[config.mk]
export PLATFORM = sky130hd
export DESIGN_NAME = cubist_host
export DESIGN_NICKNAME = d
export VERILOG_FILES = /design/src/logic/cubist_pkg.sv /design/src/logic/cubist_host.sv
export SDC_FILE = /design/constraint.sdc
export NUM_CORES = 1
export LEC_CHECK = 0
export ABC_AREA = 1
export BUFFER_PORTS_ARGS = -buffer_cell sky130_fd_sc_hd__buf_2
export CELL_PAD_IN_SITES_DETAIL_PLACEMENT = 1
export CELL_PAD_IN_SITES_GLOBAL_PLACEMENT = 2
export CORE_MARGIN = 5
export CORE_UTILIZATION = 33
export CTS_CLUSTER_SIZE = 16
export DETAILED_ROUTE_END_ITERATION = 6
export GPL_TIMING_DRIVEN = 0
export PLACE_DENSITY = 0.88
export SYNTH_ARGS = -nofsm -noshare
export SYNTH_HDL_FRONTEND = slang
export SYNTH_SLANG_ARGS = --single-unit
[constraint.sdc]
create_clock -name sys_clk -period 3.3 [get_ports sys_clk]
set_input_delay 0.165 -clock sys_clk [delete_from_list [all_inputs] [get_ports sys_clk]]
set_output_delay 0.165 -clock sys_clk [all_outputs]
set_load 0.02 [all_outputs]
[src/logic/cubist_pkg.sv]
package cubist_pkg;
  // Register byte offsets of the controller
  localparam logic [7:0] CUB_CTRL_OFS = 8'h00;
  localparam logic [7:0] CUB_STAT_OFS = 8'h04;
  localparam logic [7:0] CUB_INSTR_OFS = 8'h08;
  localparam logic [7:0] CUB_WDATA_OFS = 8'h0C;
  localparam logic [7:0] CUB_RDATA_OFS = 8'h10;
  localparam logic [7:0] CUB_COUNT_OFS = 8'h14;
  localparam logic [7:0] CUB_WRAP_OFS = 8'h18;
  // Control bit positions
  localparam int CUB_CTRL_START = 0;
  localparam int CUB_CTRL_DIR = 1;
  localparam int CUB_CTRL_LAST = 2;
  localparam int CUB_CTRL_HRST = 3;
  localparam int CUB_CTRL_SEL_LO = 4;
  // Test configuration select codes
  localparam logic [2:0] CUB_SEL_RESET = 3'h6;
  localparam logic [2:0] CUB_SEL_ICACHE = 3'h0;
  localparam logic [2:0] CUB_SEL_DCACHE = 3'h1;
  localparam logic [2:0] CUB_SEL_MAXARR = 3'h5;
  // Instruction fields
  localparam logic [3:0] CUB_ENG_NORMAL = 4'h0;
  localparam logic [3:0] CUB_ENG_EXEC = 4'hF;
  localparam logic [3:0] CUB_TGT_RAM = 4'h1;
  localparam logic [3:0] CUB_PAT_WSOLID = 4'h0;
  localparam logic [3:0] CUB_PAT_RSOLID = 4'h1;
  localparam logic [15:0] CUB_RELOAD_CTRL = 16'h01C1;
  // Timing, done flag bit and read error word
  localparam int CUB_BEAT_CYCLES = 4;
  localparam int CUB_FIRST_READ_CYCLES = 11;
  localparam int CUB_HRST_CYCLES = 16;
  localparam int CUB_DONE_BIT = 9;
  localparam logic [31:0] CUB_SLVERR = 32'hDEADBEEF;
  // Wrapper pin group driven during upload
  typedef struct packed {
    logic fastInterruptN;
    logic interruptRequestN;
    logic interruptSyncSelect;
    logic coprocBounceInput;
    logic debugEnableInput;
  } cub_wrap_type;
  // Device test port drive
  typedef struct packed {
    logic [2:0] testConfigSelect;
    logic [23:0] testDataIn;
    logic wrapperInputMuxSelect;
    logic safeStateControl;
    logic hardResetN;
  } cub_port_type;
  typedef enum logic [4:0] {
    CUB_IDLE = 5'b00001,
    CUB_HRST = 5'b00010,
    CUB_SETUP = 5'b00100,
    CUB_RUN = 5'b01000,
    CUB_END = 5'b10000
  } cub_state_type;
endpackage

[src/logic/cubist_host.sv]
`timescale 1ns/1ns
`default_nettype none
module cubist_host (
  input wire logic sys_clk,
  input wire logic resetn,
  input wire logic [7:0] s_axi_awaddr,
  input wire logic s_axi_awvalid,
  output logic s_axi_awready,
  input wire logic [31:0] s_axi_wdata,
  input wire logic [3:0] s_axi_wstrb,
  input wire logic s_axi_wvalid,
  output logic s_axi_wready,
  output logic [1:0] s_axi_bresp,
  output logic s_axi_bvalid,
  input wire logic s_axi_bready,
  input wire logic [7:0] s_axi_araddr,
  input wire logic s_axi_arvalid,
  output logic s_axi_arready,
  output logic [31:0] s_axi_rdata,
  output logic [1:0] s_axi_rresp,
  output logic s_axi_rvalid,
  input wire logic s_axi_rready,
  output cubist_pkg::cub_port_type port,
  output cubist_pkg::cub_wrap_type wrap,
  input wire logic [23:0] test_data_out
);
  ////////////////////////////////////////////////////////////////////////
  // Software registers
  logic [31:0] ctrl_reg;
  logic [15:0] instr_reg;
  logic [23:0] wdata_reg;
  logic [23:0] rdata_reg;
  logic [15:0] count_reg;
  logic [15:0] limit_reg;
  // Status flags
  logic rdValid_reg;
  logic busy_reg;
  logic doneSticky_reg;
  // Sequencer, entry counting and upload pending flag
  cubist_pkg::cub_state_type state_reg;
  logic [4:0] cnt_reg;
  logic [1:0] beat_reg;
  logic [15:0] beats_reg;
  logic wrFull_reg;
  // Write channel holding registers
  logic [7:0] awAddr_reg;
  logic [31:0] awData_reg;
  logic haveAw_reg;
  logic haveW_reg;
  // Decoded array select and strobes
  logic [2:0] sel;
  logic writeGo;
  logic wrWdata;
  logic rdRdata;
  logic beatEnd;

  // Decodes; read data clear keys off the accepted read address
  assign sel = ctrl_reg[cubist_pkg::CUB_CTRL_SEL_LO +: 3];
  assign writeGo = haveAw_reg && haveW_reg && !s_axi_bvalid;
  assign wrWdata = writeGo && awAddr_reg == cubist_pkg::CUB_WDATA_OFS;
  assign rdRdata = s_axi_arvalid && s_axi_arready && s_axi_araddr == cubist_pkg::CUB_RDATA_OFS;
  assign beatEnd = beat_reg == 2'(cubist_pkg::CUB_BEAT_CYCLES - 1);

  ////////////////////////////////////////////////////////////////////////
  // Write address and data, taken in either order
  always_ff @(posedge sys_clk) begin
    if (!resetn) begin
      haveAw_reg <= 1'b0;
      haveW_reg <= 1'b0;
      awAddr_reg <= 8'h00;
      awData_reg <= 32'h00000000;
      s_axi_awready <= 1'b0;
      s_axi_wready <= 1'b0;
      s_axi_bvalid <= 1'b0;
      s_axi_bresp <= 2'h0;
    end else begin
      // Ready offered every other cycle until the beat is held
      s_axi_awready <= !haveAw_reg && !s_axi_awready;
      s_axi_wready <= !haveW_reg && !s_axi_wready;
      if (s_axi_awvalid && s_axi_awready) begin
        haveAw_reg <= 1'b1;
        awAddr_reg <= s_axi_awaddr;
        s_axi_awready <= 1'b0;
      end
      if (s_axi_wvalid && s_axi_wready) begin
        haveW_reg <= 1'b1;
        awData_reg <= s_axi_wdata;
        s_axi_wready <= 1'b0;
      end
      if (writeGo) begin
        s_axi_bvalid <= 1'b1;
        s_axi_bresp <= (awAddr_reg > cubist_pkg::CUB_WRAP_OFS || awAddr_reg[1:0] != 2'h0) ?
          2'h2 : 2'h0;
        haveAw_reg <= 1'b0;
        haveW_reg <= 1'b0;
      end else if (s_axi_bvalid && s_axi_bready) begin
        s_axi_bvalid <= 1'b0;
      end
    end
  end

  // Register stores; strobes ignored, whole word writes only
  always_ff @(posedge sys_clk) begin
    if (!resetn) begin
      ctrl_reg <= 32'h00000000;
      instr_reg <= 16'h0000;
      wdata_reg <= 24'h000000;
      limit_reg <= 16'h0000;
      wrap <= '0;
    end else if (writeGo) begin
      // Unmapped or unaligned writes change nothing
      case (awAddr_reg)
        cubist_pkg::CUB_CTRL_OFS: ctrl_reg <= awData_reg;
        cubist_pkg::CUB_INSTR_OFS: instr_reg <= awData_reg[15:0];
        cubist_pkg::CUB_WDATA_OFS: wdata_reg <= awData_reg[23:0];
        cubist_pkg::CUB_COUNT_OFS: limit_reg <= awData_reg[15:0];
        cubist_pkg::CUB_WRAP_OFS: wrap <= awData_reg[4:0];
        default: ctrl_reg <= ctrl_reg;
      endcase
    end else if (busy_reg) begin
      // Dropped once the sequencer has taken it
      ctrl_reg[cubist_pkg::CUB_CTRL_START] <= 1'b0; // Start is a one-shot
    end
  end

  ////////////////////////////////////////////////////////////////////////
  // Read channel
  always_ff @(posedge sys_clk) begin
    if (!resetn) begin
      s_axi_arready <= 1'b0;
      s_axi_rvalid <= 1'b0;
      s_axi_rdata <= 32'h00000000;
      s_axi_rresp <= 2'h0;
    end else begin
      // Ready offered on alternate cycles while no answer is pending
      s_axi_arready <= !s_axi_rvalid && !s_axi_arready;
      if (s_axi_arvalid && s_axi_arready) begin
        s_axi_arready <= 1'b0;
        s_axi_rvalid <= 1'b1;
        s_axi_rresp <= 2'h0;
        case (s_axi_araddr)
          cubist_pkg::CUB_CTRL_OFS: s_axi_rdata <= ctrl_reg;
          cubist_pkg::CUB_STAT_OFS: s_axi_rdata <= {28'h0, wrFull_reg, doneSticky_reg,
            rdValid_reg, busy_reg};
          cubist_pkg::CUB_INSTR_OFS: s_axi_rdata <= {16'h0, instr_reg};
          cubist_pkg::CUB_WDATA_OFS: s_axi_rdata <= {8'h0, wdata_reg};
          cubist_pkg::CUB_RDATA_OFS: s_axi_rdata <= {8'h0, rdata_reg};
          cubist_pkg::CUB_COUNT_OFS: s_axi_rdata <= {16'h0, count_reg};
          cubist_pkg::CUB_WRAP_OFS: s_axi_rdata <= {27'h0, wrap};
          // Unmapped reads answer with an error code
          default: begin
            s_axi_rdata <= cubist_pkg::CUB_SLVERR;
            s_axi_rresp <= 2'h2;
          end
        endcase
      end else if (s_axi_rvalid && s_axi_rready) begin
        s_axi_rvalid <= 1'b0;
      end
    end
  end

  ////////////////////////////////////////////////////////////////////////
  // Sequencer: hard reset, program at 0x6, run, return to 0x6
  always_ff @(posedge sys_clk) begin
    if (!resetn) begin
      state_reg <= cubist_pkg::CUB_IDLE;
      cnt_reg <= 5'h00;
      busy_reg <= 1'b0;
    end else begin
      case (state_reg)
        cubist_pkg::CUB_IDLE: begin
          // Out-of-range select never leaves idle: no translation array path
          if (ctrl_reg[cubist_pkg::CUB_CTRL_START] && sel <= cubist_pkg::CUB_SEL_MAXARR) begin
            busy_reg <= 1'b1;
            cnt_reg <= 5'h00;
            state_reg <= ctrl_reg[cubist_pkg::CUB_CTRL_HRST] ?
              cubist_pkg::CUB_HRST : cubist_pkg::CUB_SETUP;
          end
        end
        cubist_pkg::CUB_HRST: begin
          // Device held in hard reset, which also wipes the caches
          cnt_reg <= cnt_reg + 5'h01;
          if (cnt_reg == 5'(cubist_pkg::CUB_HRST_CYCLES - 1)) begin
            cnt_reg <= 5'h00;
            state_reg <= cubist_pkg::CUB_SETUP;
          end
        end
        cubist_pkg::CUB_SETUP: begin
          cnt_reg <= cnt_reg + 5'h01; // Hold 0x6 while instruction settles
          if (cnt_reg == 5'(cubist_pkg::CUB_BEAT_CYCLES - 1)) begin
            cnt_reg <= 5'h00;
            state_reg <= cubist_pkg::CUB_RUN;
          end
        end
        cubist_pkg::CUB_RUN: begin
          // Saturates one past the read slot, so only the first word is taken
          if (cnt_reg != 5'(cubist_pkg::CUB_FIRST_READ_CYCLES + 1)) begin
            cnt_reg <= cnt_reg + 5'h01;
          end
          // End only on a beat boundary so no entry is left half written
          if (beatEnd && beats_reg + 16'h1 >= limit_reg) begin
            state_reg <= cubist_pkg::CUB_END;
          end
        end
        cubist_pkg::CUB_END: begin
          // Select is back at 0x6 before software may start again
          busy_reg <= 1'b0;
          state_reg <= cubist_pkg::CUB_IDLE;
        end
        default: state_reg <= cubist_pkg::CUB_IDLE;
      endcase
    end
  end

  // Beat and entry counters, address advances every fourth cycle
  always_ff @(posedge sys_clk) begin
    if (!resetn) begin
      beat_reg <= 2'h0;
      beats_reg <= 16'h0000;
      count_reg <= 16'h0000;
    end else if (state_reg == cubist_pkg::CUB_RUN) begin
      beat_reg <= beat_reg + 2'h1;
      if (beatEnd) begin
        beats_reg <= beats_reg + 16'h1;
        count_reg <= beats_reg + 16'h1;
      end
    end else begin
      // Cleared outside a run so each run counts from zero
      beat_reg <= 2'h0;
      beats_reg <= 16'h0000;
    end
  end

  ////////////////////////////////////////////////////////////////////////
  // Data staging: one word per run, software paces via full flag
  always_ff @(posedge sys_clk) begin
    if (!resetn) begin
      wrFull_reg <= 1'b0;
      rdata_reg <= 24'h000000;
      rdValid_reg <= 1'b0;
      doneSticky_reg <= 1'b0;
    end else begin
      // Pending until the word has gone out on the link
      if (wrWdata) begin
        wrFull_reg <= 1'b1;
      end else if (state_reg == cubist_pkg::CUB_RUN) begin
        wrFull_reg <= 1'b0;
      end
      // Download sample once first read latency has passed; set wins over clear
      if (state_reg == cubist_pkg::CUB_RUN && !ctrl_reg[cubist_pkg::CUB_CTRL_DIR] &&
          cnt_reg == 5'(cubist_pkg::CUB_FIRST_READ_CYCLES)) begin
        rdata_reg <= test_data_out;
        rdValid_reg <= 1'b1;
      end else if (rdRdata) begin
        rdValid_reg <= 1'b0;
      end
      // Sticky completion view held until the next run starts
      if (state_reg == cubist_pkg::CUB_SETUP) begin
        doneSticky_reg <= 1'b0;
      end else if (test_data_out[cubist_pkg::CUB_DONE_BIT]) begin
        doneSticky_reg <= 1'b1;
      end
    end
  end

  ////////////////////////////////////////////////////////////////////////
  // Device test port drive
  always_ff @(posedge sys_clk) begin
    if (!resetn) begin
      port.testConfigSelect <= cubist_pkg::CUB_SEL_RESET;
      port.testDataIn <= 24'h000000;
      port.wrapperInputMuxSelect <= 1'b0;
      port.safeStateControl <= 1'b0;
      port.hardResetN <= 1'b1;
    end else begin
      // Hard reset follows the sequencer state one cycle later
      port.hardResetN <= state_reg != cubist_pkg::CUB_HRST;
      case (state_reg)
        cubist_pkg::CUB_SETUP: begin
          port.testConfigSelect <= cubist_pkg::CUB_SEL_RESET;
          // Execute-on-completion only allowed on the last array
          port.testDataIn <= {8'h00,
            (ctrl_reg[cubist_pkg::CUB_CTRL_LAST] && ctrl_reg[cubist_pkg::CUB_CTRL_DIR]) ?
            cubist_pkg::CUB_ENG_EXEC : cubist_pkg::CUB_ENG_NORMAL,
            cubist_pkg::CUB_TGT_RAM, instr_reg[7:4],
            ctrl_reg[cubist_pkg::CUB_CTRL_DIR] ?
            cubist_pkg::CUB_PAT_WSOLID : cubist_pkg::CUB_PAT_RSOLID};
        end
        cubist_pkg::CUB_RUN: begin
          port.testConfigSelect <= sel;
          // Upload word presented on every cycle of the entry
          port.testDataIn <= wdata_reg;
          // Toggle wrapper controls throughout every run, upload or download
          port.wrapperInputMuxSelect <= ~port.wrapperInputMuxSelect;
          port.safeStateControl <= ~port.safeStateControl;
        end
        default: begin
          port.testConfigSelect <= cubist_pkg::CUB_SEL_RESET;
          port.wrapperInputMuxSelect <= 1'b0;
          port.safeStateControl <= 1'b0;
        end
      endcase
    end
  end
endmodule
`default_nettype wire

== Word-level counts from Yosys, hierarchy flattened ==
Index checks and enable logic that the tools add are counted.
W data, S select, Z words.
Cells by class
  bitwise operators: 3
  multiplexer cells: 31
  $lt $le $gt $ge: 3
  $add $sub $neg: 3
  reduce and logical (&&, ||, !) cells: 54
  eq/ne operators: 27
Operator list (count)
  $pmux W32 S7: 1
  $pmux W24 S2: 1
  $eq A8 B5 Y1 const B: 5
  $mux W5: 8
  $pmux W5 S4: 2
  $eq A8 B4 Y1 const B: 4
  $reduce_and A2 Y1: 9
  $logic_and A1 B1 Y1: 17
  $add A16 B1 Y16 const B: 1
  $ge A16 B16 Y1: 1
  $logic_not A8 Y1: 2
  $reduce_bool A2 Y1: 8
  $eq A5 B4 Y1 const B: 3
  $mux W1: 13
  $eq A5 B2 Y1 const B: 2
  $ne A2 B2 Y1 const B: 5
  $reduce_or A2 Y1: 5
  $eq A8 B3 Y1 const B: 1
  $gt A8 B5 Y1 const B: 1
  $logic_not A1 Y1: 8
  $reduce_or A7 Y1: 1
  $add A5 B1 Y5 const B: 1
  $eq A5 B1 Y1 const B: 1
  $eq A5 B3 Y1 const B: 1
  other kinds (17): 20
Word-level totals
  output and inout port bits: 76
  word-level logic and storage cells: 158
  register bits: 278
  input bits: 83

== Longest topological paths before layout ==
  depth after elaboration: 5
  mapped depth: 20
  gate-level depth less buffers: 20

== Worst setup path after synthesis ==
OpenSTA, ideal clock, no wires.
  path type: reg2reg
  start: reg beats_reg[0]
  end: reg state_reg[1]
  arrival time: 2231 ps
  stages on the path, launching flop included: 16
  path slack: 956 ps
  buffers on the path: 0
  path through: dfxtp_1 > ha_1 > nand3_1 > nor2_1 > nand3_1 > nor3_1 > xor2_1 > ha_1 > nand2_1 > o21ai_0 > a21oi_1 > nand2_1 > nand2_1 > nand2_1 > nor2_1 > nor2_1
Between the ends
  longest elaborated chain between the ends: 5
Ends and longest elaborated chain
  start, declared: RTL line cubist_host.sv:43  | logic [15:0] beats_reg;
  start signal, assigned: RTL line cubist_host.sv:224  | beats_reg <= beats_reg + 16'h1;
  $add A16 B1 Y16: RTL line cubist_host.sv:201  | if (beatEnd && beats_reg + 16'h1 >= limit_reg) begin
  $ge A16 B16 Y1: RTL line cubist_host.sv:201
  $logic_and A1 B1 Y1: RTL line cubist_host.sv:201
  $ne A2 B2 Y1 (no line)
  $reduce_and A4 Y1 (no line)
  end signal, assigned: RTL line cubist_host.sv:202  | state_reg <= cubist_pkg::CUB_END;
  end signal, assigned: RTL line cubist_host.sv:208  | state_reg <= cubist_pkg::CUB_IDLE;
  end signal, assigned: RTL line cubist_host.sv:210  | default: state_reg <= cubist_pkg::CUB_IDLE;
  end, declared: RTL line cubist_host.sv:40  | cubist_pkg::cub_state_type state_reg;
No other way between the ends.
A chain may end at the register's enable or synchronous reset.

== Worst setup path after layout ==
  start: reg beats_reg[0]
  end: reg state_reg[2]
The elaborated chain is that of the path after synthesis.

==> results.md <==
* Outcome: finished, final reports clean
* Cell Pwr Density at 551 nW/µm²
* Relative contribution of combinational cells to total power at 11.9%
* Via count of the first global-routing pass at 11900
* Critical path class: flop to flop
* FF-to-FF End: state_reg[2]$_SDFFE_PN0P_
* Dominant combinational cell family by area after synthesis: compound AO/OA/AOI/OAI gates
* Post-synthesis instance area at 11400 µm²
* Number of buffers inserted during clock tree synthesis at 31
* Synth Area in Simple Gates at 16.1%
* Critical path data required time at 3800 ps
* Int Pwr at between 5000 and 6000 µW
* Cell family with the largest share of critical-path delay: simple AND/OR/NAND/NOR gates
* H-Tree Depth at 1
* Overflow left after global routing at 0
* Maximum clock insertion buffer count at 3
* Switch share at a little over a quarter
* Final hold violation count at 0
* Fin crit period at 2990 ps
* Syn Area/Cell at about 7.6 µm²
* Number of filler instances in the final layout at 4324
* Relative contribution of the clock network to total power at 43.7%
* Routed wire per std cell at 19.9 µm
* XOR/XNOR share of the synthesized area at 0.997%
* TritonCTS clock tree: built
* Maximum clock rate at 0.335 GHz
* Setup TNS at 0 ps
* Synthesized instance count at 1502
* Total instance count after detailed placement at 2110
* Number of register bits inferred by synthesis at roughly 280
* Share of layout cells above drive strength 1 at 14.3%
* Switching power at 2190 µW
* Post-Route WL at between 40000 and 50000 µm
* Skew-Pair Late Insertion Delay at between 500 and 600 ps
* Antenna Nets Post-Route at 0
* Worst reg-to-reg setup slack at 310 ps
* End point of the worst hold path: s_axi_rdata[26]$_SDFFE_PN0P_
* Number of different library cells in the post-synthesis netlist at 41
* Clock Skews at 11.9 ps
* Slowest Stage Delay on Critical Path at 400 ps
* Starting utilization of the core area at 33.2%
* Hold Path Stages at 5
* Clock root buffer: clkbuf_16
* Num ports at 159
* Placer's final routability congestion estimate at 0.852
* Antenna diodes at 0
* Slowest stage cell on the critical path: dfxtp_1
* Die Ht at between 150 and 200 µm
* Number of cells traversed by the worst register-to-register path at 16
* Via density per instance at about 5
* Critical path, cell by cell: ha_1, nand3_2, nor2_4, nand3_1, nor3_1, xor2_1, ha_1, nand2_1, o21ai_0, a21oi_1, nand2_1, nand2_1, nand2_1, nand2_1, nand2_1, nor2_1
* Start point of the worst hold path: resetn
* Placed wire-length estimate after detailed placement at ~34000 µm
* Static Leak at between 0.006 and 0.007 µW
* Fraction of the cycle the final worst path needs at 90.5%
* Startpoint class of the critical path: flop
* Largest fanout of any net on the critical path at 6
* Core footprint at about 34000 µm²
* Largest net degree at the start of global routing at 16
* Core Rows at a little under 70
* Headroom to the max-slew limit at around 25%
* Worst slack after detailed placement at just under 90 ps
* Smallest setup slack after layout at 315 ps
* Compound-Gate Fraction of Synth Area at a little under a quarter
* TritonCTS sink count at roughly 280
* Post-synthesis mux area share at 0%
* Yosys warnings at 0
* Sum of buffers and inverters on the critical path at 0
* Clock slew at reported path FFs at 60 ps
* DIE AREA at roughly 38000 µm²
* Transition time of the tightest slew-check pin at 1120 ps
* Number of standard cells in the layout, taps in and fillers out at 2242
* Total iterations of the first detailed-routing run at 5
* Endpoint type of the worst setup path: flop
* Startpoint of the worst register-to-register path: beats_reg[0]$_SDFFE_PN0N_
* Initial antenna violation count at 0
* Total routing resource utilization after global routing at 22.4%
* Number of buffer cells added on primary ports at around 150
* Max IR drop VDD at 485 µV
* Arrival time reported for the critical path endpoint at 3480 ps
* Final setup violation count at 0
* Adder and majority cell fraction of the synthesized area at 2.41%
* Setup repair after global routing missed its margin: no
* Post-synthesis sequential area ratio at 48.4%
* Drc violations at 0
* Die Width at 196 µm
* Layout Area Growth over Synthesis at 27.3%
* Class of the worst hold path: input port to flop
* Nets at around 1900
* Routed vias at 11500
* Number of DRC violations after detailed-routing iteration 0 at 541
* Max Cap Viol at 0
* Final slew viol count at 0
* Most common cell type on the critical path: nand2_1
* Global-route wire length before repair at slightly below 70000 µm
* Fraction of power consumed by sequential logic at 44.5%
## layout by cell type (no fill, tap or decap), drive strengths merged, types with 3 or more instances in the layout
master / instances
o21ai: 236
a21oi: 187
nand3: 60
dlygate4sd3: 71
a32o: 5
ha: 22
xor2: 12
nand2: 161
nor2: 176
clkinv: 11
o21bai: 3
o211ai: 7
clkbuf: 106
a211oi: 26
o22ai: 10
nand4: 11
dfxtp: 276
buf: 177
inv: 194
nor3: 21
## cells by family (layout without fill, tap and decap cells)
group | after synthesis | count (layout)
XOR/XNOR | 13 | 13
flip-flops | 276 | 276
buffers and inverters | 278 | 562
adder cells (fa/ha/maj) | 22 | 22
AO/OA/AOI/OAI | 479 | 479
other | 1 | 2
AND/OR/NAND/NOR | 433 | 433
## worst min-delay path, cell delays in order
cell	delay (ps)
buf_2	140
inv_2	140
nor2_1	60
o21ai_0	60
inv_1	50
## power by group through the flow
stage | Combinational [µW] | Sequential [µW] | Clock, µW
after floorplan | 495 | 3650 | 0
after global placement | 839 | 3630 | 0
after detailed placement | 869 | 3640 | 0
after CTS | 947 | 3560 | 3550
after global routing | 1050 | 3580 | 3690
final | 950 | 3570 | 3500
## Yosys cell counts (all sizes together)
cell	n	area share, %
a21oi	187	8.2
nor3	21	1.4
nor2	176	5.9
a211oi	26	2.0
clkinv	3	0.099
o21ai	236	10
ha	22	2.4
xnor2	1	0.077
and3	1	0.055
o221ai	2	0.15
xor2	12	0.92
a31oi	1	0.055
a311oi	1	0.077
dfxtp	276	48
o2111ai	1	0.077
nand3b	1	0.066
nand3	60	2.6
or2	1	0.055
o22ai	10	0.55
conb	1	0.033
nor4	1	0.055
o211ai	7	0.46
nand2	161	5.3
clkbuf	60	2.0
buf	22	1.1
a32o	5	0.44
o21bai	3	0.20
inv	193	6.3
nand4	11	0.66
## stage by stage
stage	instance area [µm²]	total power, µW	hold slack (ps)	util, %
floorplan	11400	4150	314	-
global placement	12800	4470	408	37.1
detailed placement	12800	4500	425	37.1
CTS	14500	8060	78.6	42.2
global route	14500	8320	136	42.3
finish	14500	8020	104	42.3
## layout make-up
cell class	instances	area (µm²)	share of cell area, %
Inverter	196	736	5.06
Buffer	82	354	2.43
Clock buffer	46	912	6.27
Sequential cell	276	5530	38.0
Clock inverter	12	116	0.800
Timing Repair Buffer	226	1490	10.3
Tap cell	455	569	3.91
Multi-Input combinational cell	949	4840	33.3
## repair_timing
| item | 4_1_cts | 5_1_grt |
|---|---|---|
| resized for setup | 0 | 5 |
| hold buffers | 71 | 0 |
| setup endpoints to repair | 0 | 4 |
| buffers inserted | 0 | 3 |
| endpoints found under the hold margin | 68 | 0 |
## layer usage
| layer | part of all wire, % | up-vias | global-route usage, % |
|---|---|---|---|
| met5 | 0 | - | 0 |
| met4 | 3.0 | 0 | 5.97 |
| met3 | 4.3 | 81 | 2.87 |
| met2 | 50 | 276 | 40.4 |
| met1 | 43 | 5631 | 28.1 |
| li1 | - | 5488 | - |
## how the worst max path moves through the flow
stage | from | endpoint | slack (ps) | cells past startpoint
after floorplan | beats_reg[0]$_SDFFE_PN0N_ | state_reg[1]$_SDFFE_PN0P_ | 960 | 15
after global placement | beats_reg[0]$_SDFFE_PN0N_ | state_reg[1]$_SDFFE_PN0P_ | 230 | 16
after detailed placement | beats_reg[0]$_SDFFE_PN0N_ | state_reg[2]$_SDFFE_PN0P_ | 90 | 16
after CTS | beats_reg[0]$_SDFFE_PN0N_ | state_reg[2]$_SDFFE_PN0P_ | 60 | 16
after global routing | beats_reg[2]$_SDFFE_PN0N_ | state_reg[1]$_SDFFE_PN0P_ | 30 | 16
final | beats_reg[0]$_SDFFE_PN0N_ | state_reg[2]$_SDFFE_PN0P_ | 310 | 16
Power figures use the tool's default switching activity.
